[config.mk]
export PLATFORM = sky130hd
export DESIGN_NAME = cbcr_regs
export DESIGN_NICKNAME = d
export VERILOG_FILES = /design/src/verilog/cbcr_pkg.sv /design/src/verilog/cbcr_regs.sv /design/src/verilog/cbcr_sync.sv
export VERILOG_INCLUDE_DIRS = /design/src /design/src/verilog
export SDC_FILE = /design/constraint.sdc
export NUM_CORES = 1
export LEC_CHECK = 0
export ABC_AREA = 0
export BUFFER_PORTS_ARGS = -buffer_cell sky130_fd_sc_hd__buf_4
export CORE_MARGIN = 5
export CORE_UTILIZATION = 54
export CTS_CLUSTER_DIAMETER = 120
export CTS_CLUSTER_SIZE = 25
export DETAILED_ROUTE_END_ITERATION = 10
export PLACE_DENSITY = 0.85
export SETUP_SLACK_MARGIN = 0.5
export SYNTH_ARGS = -nofsm -noshare
export SYNTH_HDL_FRONTEND = slang
export SYNTH_SLANG_ARGS = --single-unit
[constraint.sdc]
create_clock -name mclk -period 2.61 [get_ports mclk]
set_clock_uncertainty 0.1 [all_clocks]
set_input_delay 0.261 -clock mclk [delete_from_list [all_inputs] [get_ports mclk]]
set_output_delay 0.261 -clock mclk [all_outputs]
set_load 0.01 [all_outputs]
[src/verilog/cbcr_map.svh]
// register offsets, field positions, reset values and fixed codes of the config bank
`ifndef CBCR_MAP_SVH
`define CBCR_MAP_SVH

`define CBCR_OFS_OUTPUT_ENABLE_SWING   8'h01
`define CBCR_OFS_EDGE_RATE_SELECT_A    8'h02
`define CBCR_OFS_EDGE_RATE_SELECT_B    8'h03
`define CBCR_OFS_RESERVED_ALL_ONES     8'h04
`define CBCR_OFS_REVISION_MAKER_IDENT  8'h05
`define CBCR_OFS_CATEGORY_DEVICE_IDENT 8'h06
`define CBCR_OFS_READBACK_LENGTH       8'h07

`define CBCR_BIT_PAIR_SIX_ENABLE       5
`define CBCR_BIT_EDGE5                 7
`define CBCR_BIT_EDGE4                 6
`define CBCR_BIT_EDGE3                 4
`define CBCR_BIT_EDGE2                 3
`define CBCR_BIT_EDGE1                 2
`define CBCR_BIT_EDGE0                 0
`define CBCR_BIT_EDGE6                 0

`define CBCR_RST_PAIR_SIX_ENABLE       1'b1
`define CBCR_RST_SWING                 2'h2
`define CBCR_RST_EDGE_RATE             7'h7f
`define CBCR_RST_READBACK_COUNT        5'h08

// reserved bits read back as fixed patterns
`define CBCR_RSVD_BYTE1                8'h0c
`define CBCR_RSVD_BYTE3                8'h46
`define CBCR_RSVD_BYTE4                8'hff
`define CBCR_READ_UNMAPPED             8'h00

// identification codes: values are arbitrary
`define CBCR_REVISION_CODE             4'h3
`define CBCR_MAKER_CODE                4'h5
`define CBCR_CATEGORY_CODE             2'h2
`define CBCR_DEVICE_CODE               6'h2a

// disabled-state encodings (true/complement)
`define CBCR_DIS_LOW_LOW               2'h0
`define CBCR_DIS_HIZ_HIZ               2'h1
`define CBCR_DIS_HIGH_LOW              2'h2
`define CBCR_DIS_LOW_HIGH              2'h3

`endif

[src/verilog/cbcr_pkg.sv]
// types shared by the clock buffer config bank
package cbcr_pkg;

    typedef struct packed {
        logic       wr;
        logic       rd;
        logic [7:0] addr;
        logic [7:0] wdata;
    } cbcr_req_t;

    typedef struct packed {
        logic       run;
        logic       true_lvl;
        logic       comp_lvl;
        logic       true_oe;
        logic       comp_oe;
    } cbcr_pair_t;

    typedef enum logic [1:0] {
        CBCR_BLK_IDLE = 2'b00,
        CBCR_BLK_SEND = 2'b01
    } cbcr_blk_state_t;

endpackage : cbcr_pkg

[src/verilog/cbcr_regs.sv]
// configuration and identification bytes 1..7 of the clock buffer, with block-read sequencer
//
// Operation
// - byte 1 bit 5 enables pair six
// - cleared enable overrides active-low enable pin
// - byte 1 bits 1:0 select output swing
// - byte 2 holds edge rates outputs zero-five
// - byte 3 bit 0 edge rate output six
// - byte 4 always reads all ones
// - byte 5 fixed revision and maker codes
// - byte 6 fixed category and device codes
// - byte 7 bits 4:0 block read count
// - disabled-state field sets disabled pair levels
// - block read returns count then consecutive bytes
`include "cbcr_map.svh"
`timescale 1ns/100ps
module cbcr_regs
    import cbcr_pkg::*;
(
    input  wire logic       mclk,
    input  wire logic       rst_n,
    input  wire cbcr_req_t  req,
    output logic [7:0]      rd_data_r,
    output logic            rd_valid_r,
    input  wire logic       blk_start,
    input  wire logic [7:0] blk_index,
    input  wire logic       blk_next,
    output logic [7:0]      blk_data_r,
    output logic            blk_last_r,
    output logic            blk_busy_r,
    input  wire logic       output_enable_n_pin,
    input  wire logic [1:0] disabled_state_select,
    output cbcr_pair_t      pair_six_r,
    output logic [1:0]      swing_select_r,
    output logic [6:0]      edge_rate_select_r
);
    logic            pair_six_enable_r;
    logic            pair_six_enable_nxt;
    logic [1:0]      swing_nxt;
    logic [6:0]      edge_rate_nxt;
    logic [4:0]      readback_count_r;
    logic [4:0]      readback_count_nxt;
    logic [7:0]      rd_data_nxt;
    logic            rd_valid_nxt;

    cbcr_blk_state_t blk_state_r;
    cbcr_blk_state_t blk_state_nxt;
    logic [7:0]      blk_ptr_r;
    logic [7:0]      blk_ptr_nxt;
    logic [4:0]      blk_left_r;
    logic [4:0]      blk_left_nxt;
    logic [7:0]      blk_data_nxt;
    logic            blk_last_nxt;

    cbcr_pair_t      pair_nxt;
    logic            oe_n_sync;

    // byte read mux, shared by single reads and the block sequencer
    function automatic logic [7:0] read_byte(
        input logic [7:0] addr,
        input logic       en6,
        input logic [1:0] swing,
        input logic [6:0] edge_rate,
        input logic [4:0] count
    );
        logic [7:0] v;
        v = `CBCR_READ_UNMAPPED;
        if (addr == `CBCR_OFS_OUTPUT_ENABLE_SWING) begin
            v = `CBCR_RSVD_BYTE1;
            v[`CBCR_BIT_PAIR_SIX_ENABLE] = en6;
            v[1:0] = swing;
        end else if (addr == `CBCR_OFS_EDGE_RATE_SELECT_A) begin
            v = 8'h00;
            v[`CBCR_BIT_EDGE5] = edge_rate[5];
            v[`CBCR_BIT_EDGE4] = edge_rate[4];
            v[`CBCR_BIT_EDGE3] = edge_rate[3];
            v[`CBCR_BIT_EDGE2] = edge_rate[2];
            v[`CBCR_BIT_EDGE1] = edge_rate[1];
            v[`CBCR_BIT_EDGE0] = edge_rate[0];
        end else if (addr == `CBCR_OFS_EDGE_RATE_SELECT_B) begin
            v = `CBCR_RSVD_BYTE3;
            v[`CBCR_BIT_EDGE6] = edge_rate[6];
        end else if (addr == `CBCR_OFS_RESERVED_ALL_ONES) begin
            v = `CBCR_RSVD_BYTE4;
        end else if (addr == `CBCR_OFS_REVISION_MAKER_IDENT) begin
            v = {`CBCR_REVISION_CODE, `CBCR_MAKER_CODE};
        end else if (addr == `CBCR_OFS_CATEGORY_DEVICE_IDENT) begin
            v = {`CBCR_CATEGORY_CODE, `CBCR_DEVICE_CODE};
        end else if (addr == `CBCR_OFS_READBACK_LENGTH) begin
            v = {3'h0, count};
        end
        return v;
    endfunction : read_byte

    cbcr_sync u_oe_sync (
        .mclk     (mclk),
        .rst_n    (rst_n),
        .async_in (output_enable_n_pin),
        .sync_out (oe_n_sync)
    );

    // register writes; only the writable fields are stored, the rest is dropped
    always_comb begin
        pair_six_enable_nxt = pair_six_enable_r;
        swing_nxt           = swing_select_r;
        edge_rate_nxt       = edge_rate_select_r;
        readback_count_nxt  = readback_count_r;
        if (req.wr) begin
            if (req.addr == `CBCR_OFS_OUTPUT_ENABLE_SWING) begin
                pair_six_enable_nxt = req.wdata[`CBCR_BIT_PAIR_SIX_ENABLE];
                swing_nxt           = req.wdata[1:0];
            end else if (req.addr == `CBCR_OFS_EDGE_RATE_SELECT_A) begin
                edge_rate_nxt[5] = req.wdata[`CBCR_BIT_EDGE5];
                edge_rate_nxt[4] = req.wdata[`CBCR_BIT_EDGE4];
                edge_rate_nxt[3] = req.wdata[`CBCR_BIT_EDGE3];
                edge_rate_nxt[2] = req.wdata[`CBCR_BIT_EDGE2];
                edge_rate_nxt[1] = req.wdata[`CBCR_BIT_EDGE1];
                edge_rate_nxt[0] = req.wdata[`CBCR_BIT_EDGE0];
            end else if (req.addr == `CBCR_OFS_EDGE_RATE_SELECT_B) begin
                edge_rate_nxt[6] = req.wdata[`CBCR_BIT_EDGE6];
            end else if (req.addr == `CBCR_OFS_READBACK_LENGTH) begin
                readback_count_nxt = req.wdata[4:0];
            end
            // bytes 4..6 and all reserved bits take no write
        end
    end

    // single-byte read port, answer one cycle after the strobe
    always_comb begin
        rd_valid_nxt = req.rd;
        rd_data_nxt  = rd_data_r;
        if (req.rd) begin
            rd_data_nxt = read_byte(req.addr, pair_six_enable_r, swing_select_r,
                                    edge_rate_select_r, readback_count_r);
        end
    end

    // block read: count byte first, then bytes from the start index upward
    always_comb begin
        blk_state_nxt = blk_state_r;
        blk_ptr_nxt   = blk_ptr_r;
        blk_left_nxt  = blk_left_r;
        blk_data_nxt  = blk_data_r;
        blk_last_nxt  = blk_last_r;
        case (blk_state_r)
            CBCR_BLK_IDLE: begin
                if (blk_start) begin
                    blk_state_nxt = CBCR_BLK_SEND;
                    blk_ptr_nxt   = blk_index;
                    blk_left_nxt  = readback_count_r;
                    blk_data_nxt  = {3'h0, readback_count_r};
                    blk_last_nxt  = (readback_count_r == 5'h00);
                end
            end
            CBCR_BLK_SEND: begin
                if (blk_start) begin
                    // a fresh start restarts the sequence
                    blk_ptr_nxt  = blk_index;
                    blk_left_nxt = readback_count_r;
                    blk_data_nxt = {3'h0, readback_count_r};
                    blk_last_nxt = (readback_count_r == 5'h00);
                end else if (blk_next) begin
                    if (blk_last_r) begin
                        blk_state_nxt = CBCR_BLK_IDLE;
                        blk_last_nxt  = 1'b0;
                    end else begin
                        blk_data_nxt = read_byte(blk_ptr_r, pair_six_enable_r,
                                                 swing_select_r, edge_rate_select_r,
                                                 readback_count_r);
                        blk_ptr_nxt  = blk_ptr_r + 8'h01;
                        blk_left_nxt = blk_left_r - 5'h01;
                        blk_last_nxt = (blk_left_r == 5'h01);
                    end
                end
            end
            default: begin
                blk_state_nxt = CBCR_BLK_IDLE;
            end
        endcase
    end

    // pair six drive: the register bit beats the pin, pin is only a further gate
    always_comb begin
        pair_nxt.run      = pair_six_enable_r & ~oe_n_sync;
        pair_nxt.true_lvl = 1'b0;
        pair_nxt.comp_lvl = 1'b0;
        pair_nxt.true_oe  = 1'b1;
        pair_nxt.comp_oe  = 1'b1;
        if (!pair_nxt.run) begin
            case (disabled_state_select)
                `CBCR_DIS_LOW_LOW: begin
                    pair_nxt.true_lvl = 1'b0;
                    pair_nxt.comp_lvl = 1'b0;
                end
                `CBCR_DIS_HIZ_HIZ: begin
                    pair_nxt.true_oe = 1'b0;
                    pair_nxt.comp_oe = 1'b0;
                end
                `CBCR_DIS_HIGH_LOW: begin
                    pair_nxt.true_lvl = 1'b1;
                end
                default: begin
                    pair_nxt.comp_lvl = 1'b1;
                end
            endcase
        end
    end

    always_ff @(posedge mclk) begin
        if (!rst_n) begin
            pair_six_enable_r  <= `CBCR_RST_PAIR_SIX_ENABLE;
            swing_select_r     <= `CBCR_RST_SWING;
            edge_rate_select_r <= `CBCR_RST_EDGE_RATE;
            readback_count_r   <= `CBCR_RST_READBACK_COUNT;
            rd_data_r          <= 8'h00;
            rd_valid_r         <= 1'b0;
            blk_state_r        <= CBCR_BLK_IDLE;
            blk_ptr_r          <= 8'h00;
            blk_left_r         <= 5'h00;
            blk_data_r         <= 8'h00;
            blk_last_r         <= 1'b0;
            blk_busy_r         <= 1'b0;
            pair_six_r         <= '0;
        end else begin
            pair_six_enable_r  <= pair_six_enable_nxt;
            swing_select_r     <= swing_nxt;
            edge_rate_select_r <= edge_rate_nxt;
            readback_count_r   <= readback_count_nxt;
            rd_data_r          <= rd_data_nxt;
            rd_valid_r         <= rd_valid_nxt;
            blk_state_r        <= blk_state_nxt;
            blk_ptr_r          <= blk_ptr_nxt;
            blk_left_r         <= blk_left_nxt;
            blk_data_r         <= blk_data_nxt;
            blk_last_r         <= blk_last_nxt;
            blk_busy_r         <= (blk_state_nxt == CBCR_BLK_SEND);
            pair_six_r         <= pair_nxt;
        end
    end
endmodule : cbcr_regs

[src/verilog/cbcr_sync.sv]
// two-flop synchroniser for an asynchronous pin level
`timescale 1ns/100ps
module cbcr_sync (
    input  wire logic mclk,
    input  wire logic rst_n,
    input  wire logic async_in,
    output logic      sync_out
);
    logic meta_r;
    logic meta_nxt;
    logic sync_r;
    logic sync_nxt;

    always_comb begin
        meta_nxt = async_in;
        sync_nxt = meta_r;
    end

    // resets to one so an undriven active-low enable reads as inactive
    always_ff @(posedge mclk) begin
        if (!rst_n) begin
            meta_r <= 1'b1;
            sync_r <= 1'b1;
        end else begin
            meta_r <= meta_nxt;
            sync_r <= sync_nxt;
        end
    end

    assign sync_out = sync_r;
endmodule : cbcr_sync
==> results of run 1 <==
[state kept, by name (all words and copies together), names as in the netlist]
| signal | count |
|---|---|
| blk_left_r | 5 |
| blk_state_r | 2 |
| rd_valid_r | 1 |
| u_oe_sync.meta_r | 1 |
| blk_data_r | 8 |
| blk_ptr_r | 8 |
| rd_data_r | 8 |
| swing_select_r | 2 |
| blk_last_r | 1 |
| u_oe_sync.sync_out | 1 |
| edge_rate_select_r | 7 |
| blk_busy_r | 1 |
| readback_count_r | 5 |
| pair_six_enable_r | 1 |
| pair_six_r | 4 |
[cells in the mapped netlist (all sizes together), types with 3 or more instances]
master / n
inv: 11
and2: 6
nand2: 35
mux2i: 13
buf: 4
nor2b: 6
or4: 5
a311oi: 3
nor3: 11
a21oi: 36
o21ai: 23
o32ai: 3
a211oi: 7
nand3: 16
nand3b: 5
o22ai: 4
nand2b: 11
dfxtp: 55
o221a: 3
nand4: 4
nor3b: 9
nor2: 22
clkbuf: 20
ha: 6
[per-stage QoR]
step	total power, mW	setup slack (ns)	area, sq um	hold WS, ns
finish	1.72	0.550	3460	0.00580
global route	1.78	0.509	3460	0.0113
CTS	1.72	0.519	3450	0.00561
detailed placement	1.14	0.534	3330	0.318
global placement	1.13	0.576	3330	0.296
floorplan	1.05	0.621	2830	0.239
[metal layers]
metal / wire [um] / up-vias / part of all wire / track usage
met5: 0 / - / 0 / 0
met4: 148 / 0 / 0.020 / 0.0847
met3: 603 / 17 / 0.081 / 0.0369
met2: 3620 / 124 / 0.49 / 0.385
met1: 3060 / 1295 / 0.41 / 0.287
li1: - / 1367 / - / -
[report_power, final]
group          switching [mW]  leakage (nW)  total, mW  internal [mW]
logic                   0.126         0.834      0.237          0.111
clock network           0.282        0.0612      0.593          0.311
registers              0.0261         0.449      0.890          0.864
[kinds of logic after synthesis]
group,count (synthesis),share of synthesized area
mux,13,0.0460
fa+ha+maj,6,0.0265
flops,55,0.389
simple gates,140,0.267
buf+inv,35,0.0491
other cells,1,0.00132
compound gates,99,0.221
[final timing paths]
| kind | from | endpoint | slack (ns) | cells past startpoint |
|---|---|---|---|---|
| worst min register to register | u_oe_sync.meta_r | u_oe_sync.sync_out | 0.34 | 1 |
| worst max register to register | blk_ptr_r[4] | blk_data_r[7] | 0.55 | 4 |
| worst min-delay path | disabled_state_select[0] | pair_six_r[3] | 0.006 | 2 |
| worst max-delay path | blk_ptr_r[4] | blk_data_r[7] | 0.55 | 4 |
[cell type report]
class | instances | area (sq um)
Sequential cell | 55 | 1100
Inverter | 11 | 41.3
Clock inverter | 2 | 35.0
Multi-Input combinational cell | 259 | 1600
Timing Repair Buffer | 68 | 510
Clock buffer | 6 | 82.6
Tap cell | 70 | 87.6
Fill cell | 410 | 1650
==> summary.md, run 1 <==
| Metric | Value |
|---|---|
| First-pass GRT wire length | `12000 um` |
| Vias in the first global route | `2570` |
| Starting density of the core | `0.554` |
| Total gr overflow | `0` |
| Yosys top cell area share | `0.389` |
| FP Rows | `26` |
| Final period utilization | `0.789` |
| Antenna-violating nets left | `0` |
| DR iter-0 viols | `292` |
| MaxCap Viol Count | `0` |
| Yosys top cell by area | `dfxtp_1` |
| Io pins | `66` |
| Layout cells sized above 1 | `0.224` |
| CTS tree | `yes` |
| Port bufs | `65` |
| Clock Path Buffers | `2` |
| Syn Area/Cell | `8.11 sq um` |
| Commonest cells after routing, fill and taps aside | `buf_4 (68), dfxtp_1 (52), a21oi_1 (36)` |
| CP max FO | `6` |
| CP required | `2.76 ns` |
| GR Util All Layers | `0.227` |
| Status | `finished clean` |
| First drt pass iteration count | `5` |
| Area of the die | `0.00679 sq mm` |
| DR WL/cell | `15.8 um` |
| Synth Warn # | `0` |
| Cell Pwr Density | `497 mW/mm^2` |
| Cell count after synthesis | `349` |
| Die X | `82.4 um` |
| Max IR drop VDD | `0.000259 V` |
| Root Buffer | `clkbuf_8` |
| Crit-path max cell delay | `0.53 ns` |
| Area Overhead vs Synth | `22.2%` |
| Clk_lat worst skew | `0.32 ns` |
| Seq/Total Area, Yosys | `0.389` |
| H-tree Lvls | `2` |
| Nets | `439` |
| Slew Viols, Final | `0` |
| Drt drc | `0` |
| CORE AREA | `0.00511 sq mm` |
| Post-DP HPWL | `5200 um` |
| Async set-or-reset flop fraction in the synthesized netlist | `0` |
| Placed cells | `463` |
| Max-Slew Margin vs Limit | `0.507` |
| Critical Path Start Type | `register` |
| Min-delay worst type | `in2reg` |
| Post_cts resized | `0` |
| Antenna violations before repair | `0` |
| RSZ-0062 raised after global routing | `false` |
| Post-route setup TNS | `0 ns` |
| Number of antenna diodes | `0` |
| Number of flops mapped to enable cells by yosys | `0` |
| Die Span Y | `82.4 um` |
| Top cells by area, synth | `dfxtp_1 (39%), a21oi_1 (6.4%), nand2_1 (4.6%)` |
| F_max | `485 MHz` |
| Commonest non-fill, non-tap cell in the layout | `buf_4` |
| Via Count | `2803` |
| Data arrival, critical path | `2.21 ns` |
| CP max-delay cell | `or4_4` |
| Flops & latches, synth | `55` |
| Pin count of the biggest net entering global routing | `39` |
| Layout Cells excl Fill | `471` |
| Fin. Hold Viols | `0` |
| Worst Tran Pin Value | `0.738 ns` |
| Vias per cell | `5.95` |
| Mapped Nets | `388` |
| Routed WL | `7430 um` |
| Hold Buf Count CTS | `0` |
| CTS Buf Count | `5` |
| WS Path Type | `reg2reg` |
| GP Congestion | `0.921` |
| Cell chain of the critical path | `or4_4 > or3_4 > or4_1 > a21oi_1` |
| Primary FF master, synth | `dfxtp_1` |
| Final min period | `2.06 ns` |
| Clock-pin transition on the worst setup and hold timing paths | `0.10 ns` |
| CP top delay family | `simple AND/OR/NAND/NOR gates` |
| Finished Core Util | `0.677` |
| CP Buf/Inv Count | `0` |
| Postcts setup bufs | `0` |
| Setup violations, final | `0` |
| Cell leakage power | `1.34 nW` |
| Post-Syn Area | `0.00283 sq mm` |
| Crit end category | `register` |
| Number of clock sinks | `55` |
| Synth cell types | `53` |
(Power assumes the default switching activity.)
==> inputs of run 2 (changes only) <==
==> constraint.sdc (replaced) <==
create_clock -name mclk -period 2.1 [get_ports mclk]
set_clock_uncertainty 0.1 [all_clocks]
set_input_delay 0.21 -clock mclk [delete_from_list [all_inputs] [get_ports mclk]]
set_output_delay 0.21 -clock mclk [all_outputs]
set_load 0.01 [all_outputs]
==> run 2 against run 1 <==
  * Die area is the same
  * Highest routed layer unchanged
  * Critical path depth is the same
  * Register-to-register slack lost 0.53 ns
  * Global-route usage grew 0.73 points
  * Largest power group unchanged
  * Sequential power grew 24%
  * Final cell count grew 5.5%
  * Critical path type unchanged
  * Final area grew 11%
==> summary.md, run 2 (synthesis gave the netlist of run 1 again) <==
| Metric | Value |
|---|---|
| Status | `finished clean` |
| Max-Slew Margin vs Limit | `0.482 (-0.0258)` |
| Clock Path Buffers | `2 (unchanged)` |
| Via Count | `3003 (+7.1%)` |
| Nets | `465 (+5.9%)` |
| Io pins | `66 (unchanged)` |
| DR WL/cell | `17.2 um (+9.2%)` |
| Die Span Y | `82.4 um (unchanged)` |
| Biggest regs | `blk_data_r (8), blk_ptr_r (8), rd_data_r (8)` |
| H-tree Lvls | `2 (unchanged)` |
| Port bufs | `65 (unchanged)` |
| Crit end category | `register` |
| CP max FO | `4 (-2)` |
| Area Overhead vs Synth | `35.7%` |
| Slew Viols, Final | `0 (unchanged)` |
| HP Start | `req[7]` |
| FP Rows | `26 (unchanged)` |
| Commonest non-fill, non-tap cell in the layout | `buf_4` |
| Post-DP HPWL | `5360 um (+3.1%)` |
| Drt drc | `0 (unchanged)` |
| Pre-CTS setup slack | `0.0597 ns (-0.474 ns)` |
| Total gr overflow | `0 (unchanged)` |
| Worst setup path startpoint | `blk_ptr_r[4]` |
| Min-delay worst type | `in2reg` |
| Commonest cells after routing, fill and taps aside | `buf_4 (83), dfxtp_1 (50), a21oi_1 (35)` |
| First drt pass iteration count | `5 (unchanged)` |
| Setup violations, final | `0 (unchanged)` |
| Number of antenna diodes | `0 (unchanged)` |
| Fin. Hold Viols | `0 (unchanged)` |
| GP Congestion | `0.919 (-0.20%)` |
| Final worst slack | `0.0156 ns (-0.534 ns)` |
| MaxCap Viol Count | `0 (unchanged)` |
| Data arrival, critical path | `2.21 ns (about the same)` |
| Vias per cell | `6.04 (+1.5%)` |
| Antenna-violating nets left | `0 (unchanged)` |
| First-pass GRT wire length | `12200 um (+2.1%)` |
| CTS tree | `yes` |
| RSZ-0062 raised after global routing | `true` |
| Final period utilization | `0.993 (+0.203)` |
| RR Startpoint | `blk_ptr_r[4]` |
| Starting density of the core | `0.554 (unchanged)` |
| Number of clock sinks | `55 (unchanged)` |
| CORE AREA | `0.00511 sq mm (unchanged)` |
| Clock-pin transition on the worst setup and hold timing paths | `0.09 ns (about the same)` |
| CP required | `2.23 ns (-0.53 ns)` |
| Cell Pwr Density | `552 mW/mm^2 (+11%)` |
| Pin count of the biggest net entering global routing | `38 (-2.6%)` |
| Area of the die | `0.00679 sq mm (unchanged)` |
| GR Util All Layers | `0.234 (+0.00731)` |
| Cell leakage power | `1.53 nW (+14%)` |
| Clk_lat worst skew | `0.32 ns (about the same)` |
| Layout cells sized above 1 | `0.323 (+0.0987)` |
| Root Buffer | `clkbuf_8` |
| Max IR drop VDD | `0.000381 V (+47%)` |
| WS Path Type | `reg2reg` |
| Final min period | `2.08 ns (+0.0241 ns)` |
| Critical Path Start Type | `register` |
| Routed WL | `8570 um (+15%)` |
| Antenna violations before repair | `0 (unchanged)` |
| Die X | `82.4 um (unchanged)` |
| Finished Core Util | `0.752 (+0.0747)` |
| F_max | `480 MHz (-1.2%)` |
| CTS Buf Count | `5 (unchanged)` |
| Post-route setup TNS | `0 ns (unchanged)` |
| Worst Tran Pin Value | `0.777 ns (+0.0386 ns)` |
| Vias in the first global route | `2587 (+0.66%)` |
| DR iter-0 viols | `446 (+53%)` |
-- run 2: final cells by class --
class / instances / area (sq um)
sequential: 55 / 1110
fill: 362 / 1270
inverter: 11 / 41.3
multi-input combinational: 259 / 1730
tap: 70 / 87.6
clock buffer: 8 / 100
timing repair buffer: 94 / 769
-- run 2: worst paths after layout --
| kind | depth (start not counted) | slack, ns | endpoint |
|---|---|---|---|
| setup / recovery | 4 | 0.02 | blk_data_r[1] |
| hold / removal | 3 | 0.0002 | edge_rate_select_r[5] |
| setup reg to reg | 4 | 0.02 | blk_data_r[1] |
| hold reg to reg | 1 | 0.31 | u_oe_sync.sync_out |
-- run 2: repair_timing --
item,CTS,global route
gates cloned,0,1
pin swaps,3,22
endpoints found under the hold margin,1,0
setup endpoints to repair,17,21
buffers inserted,5,10
hold buffers,1,0
gates resized for setup,15,29
-- run 2: worst max-delay path, cell delays in order, from the launching register on --
cell     delay, ns
dfxtp_2       0.33
or4_4         0.52
or3_4         0.36
or4b_1        0.50
a31oi_1       0.19
-- run 2: power by group --
group	switching (mW)	internal (mW)	total (mW)
sequential	0.0261	1.07	1.10
combinational	0.195	0.181	0.376
clock	0.343	0.302	0.645
total	0.564	1.55	2.12
-- run 2: stage by stage --
step / instances / hold WS (ns) / total power [mW] / cell area, sq um
after floorplan: 349 / 0.188 / 1.31 / 2870
after global placement: 472 / 0.285 / 1.43 / 3420
after detailed placement: 472 / 0.289 / 1.43 / 3420
after CTS: 486 / 0.00184 / 2.07 / 3610
after global routing: 497 / 0.00145 / 2.20 / 3840
final: 497 / 0.000249 / 2.12 / 3840
-- run 2: layer usage --
layer | GRT usage | share of wire | vias to the layer above
met4 | 0.123 | 0.027 | 0
met1 | 0.299 | 0.40 | 1388
met2 | 0.375 | 0.48 | 171
met3 | 0.0401 | 0.090 | 29
li1 | - | - | 1415
met5 | 0 | 0 | -
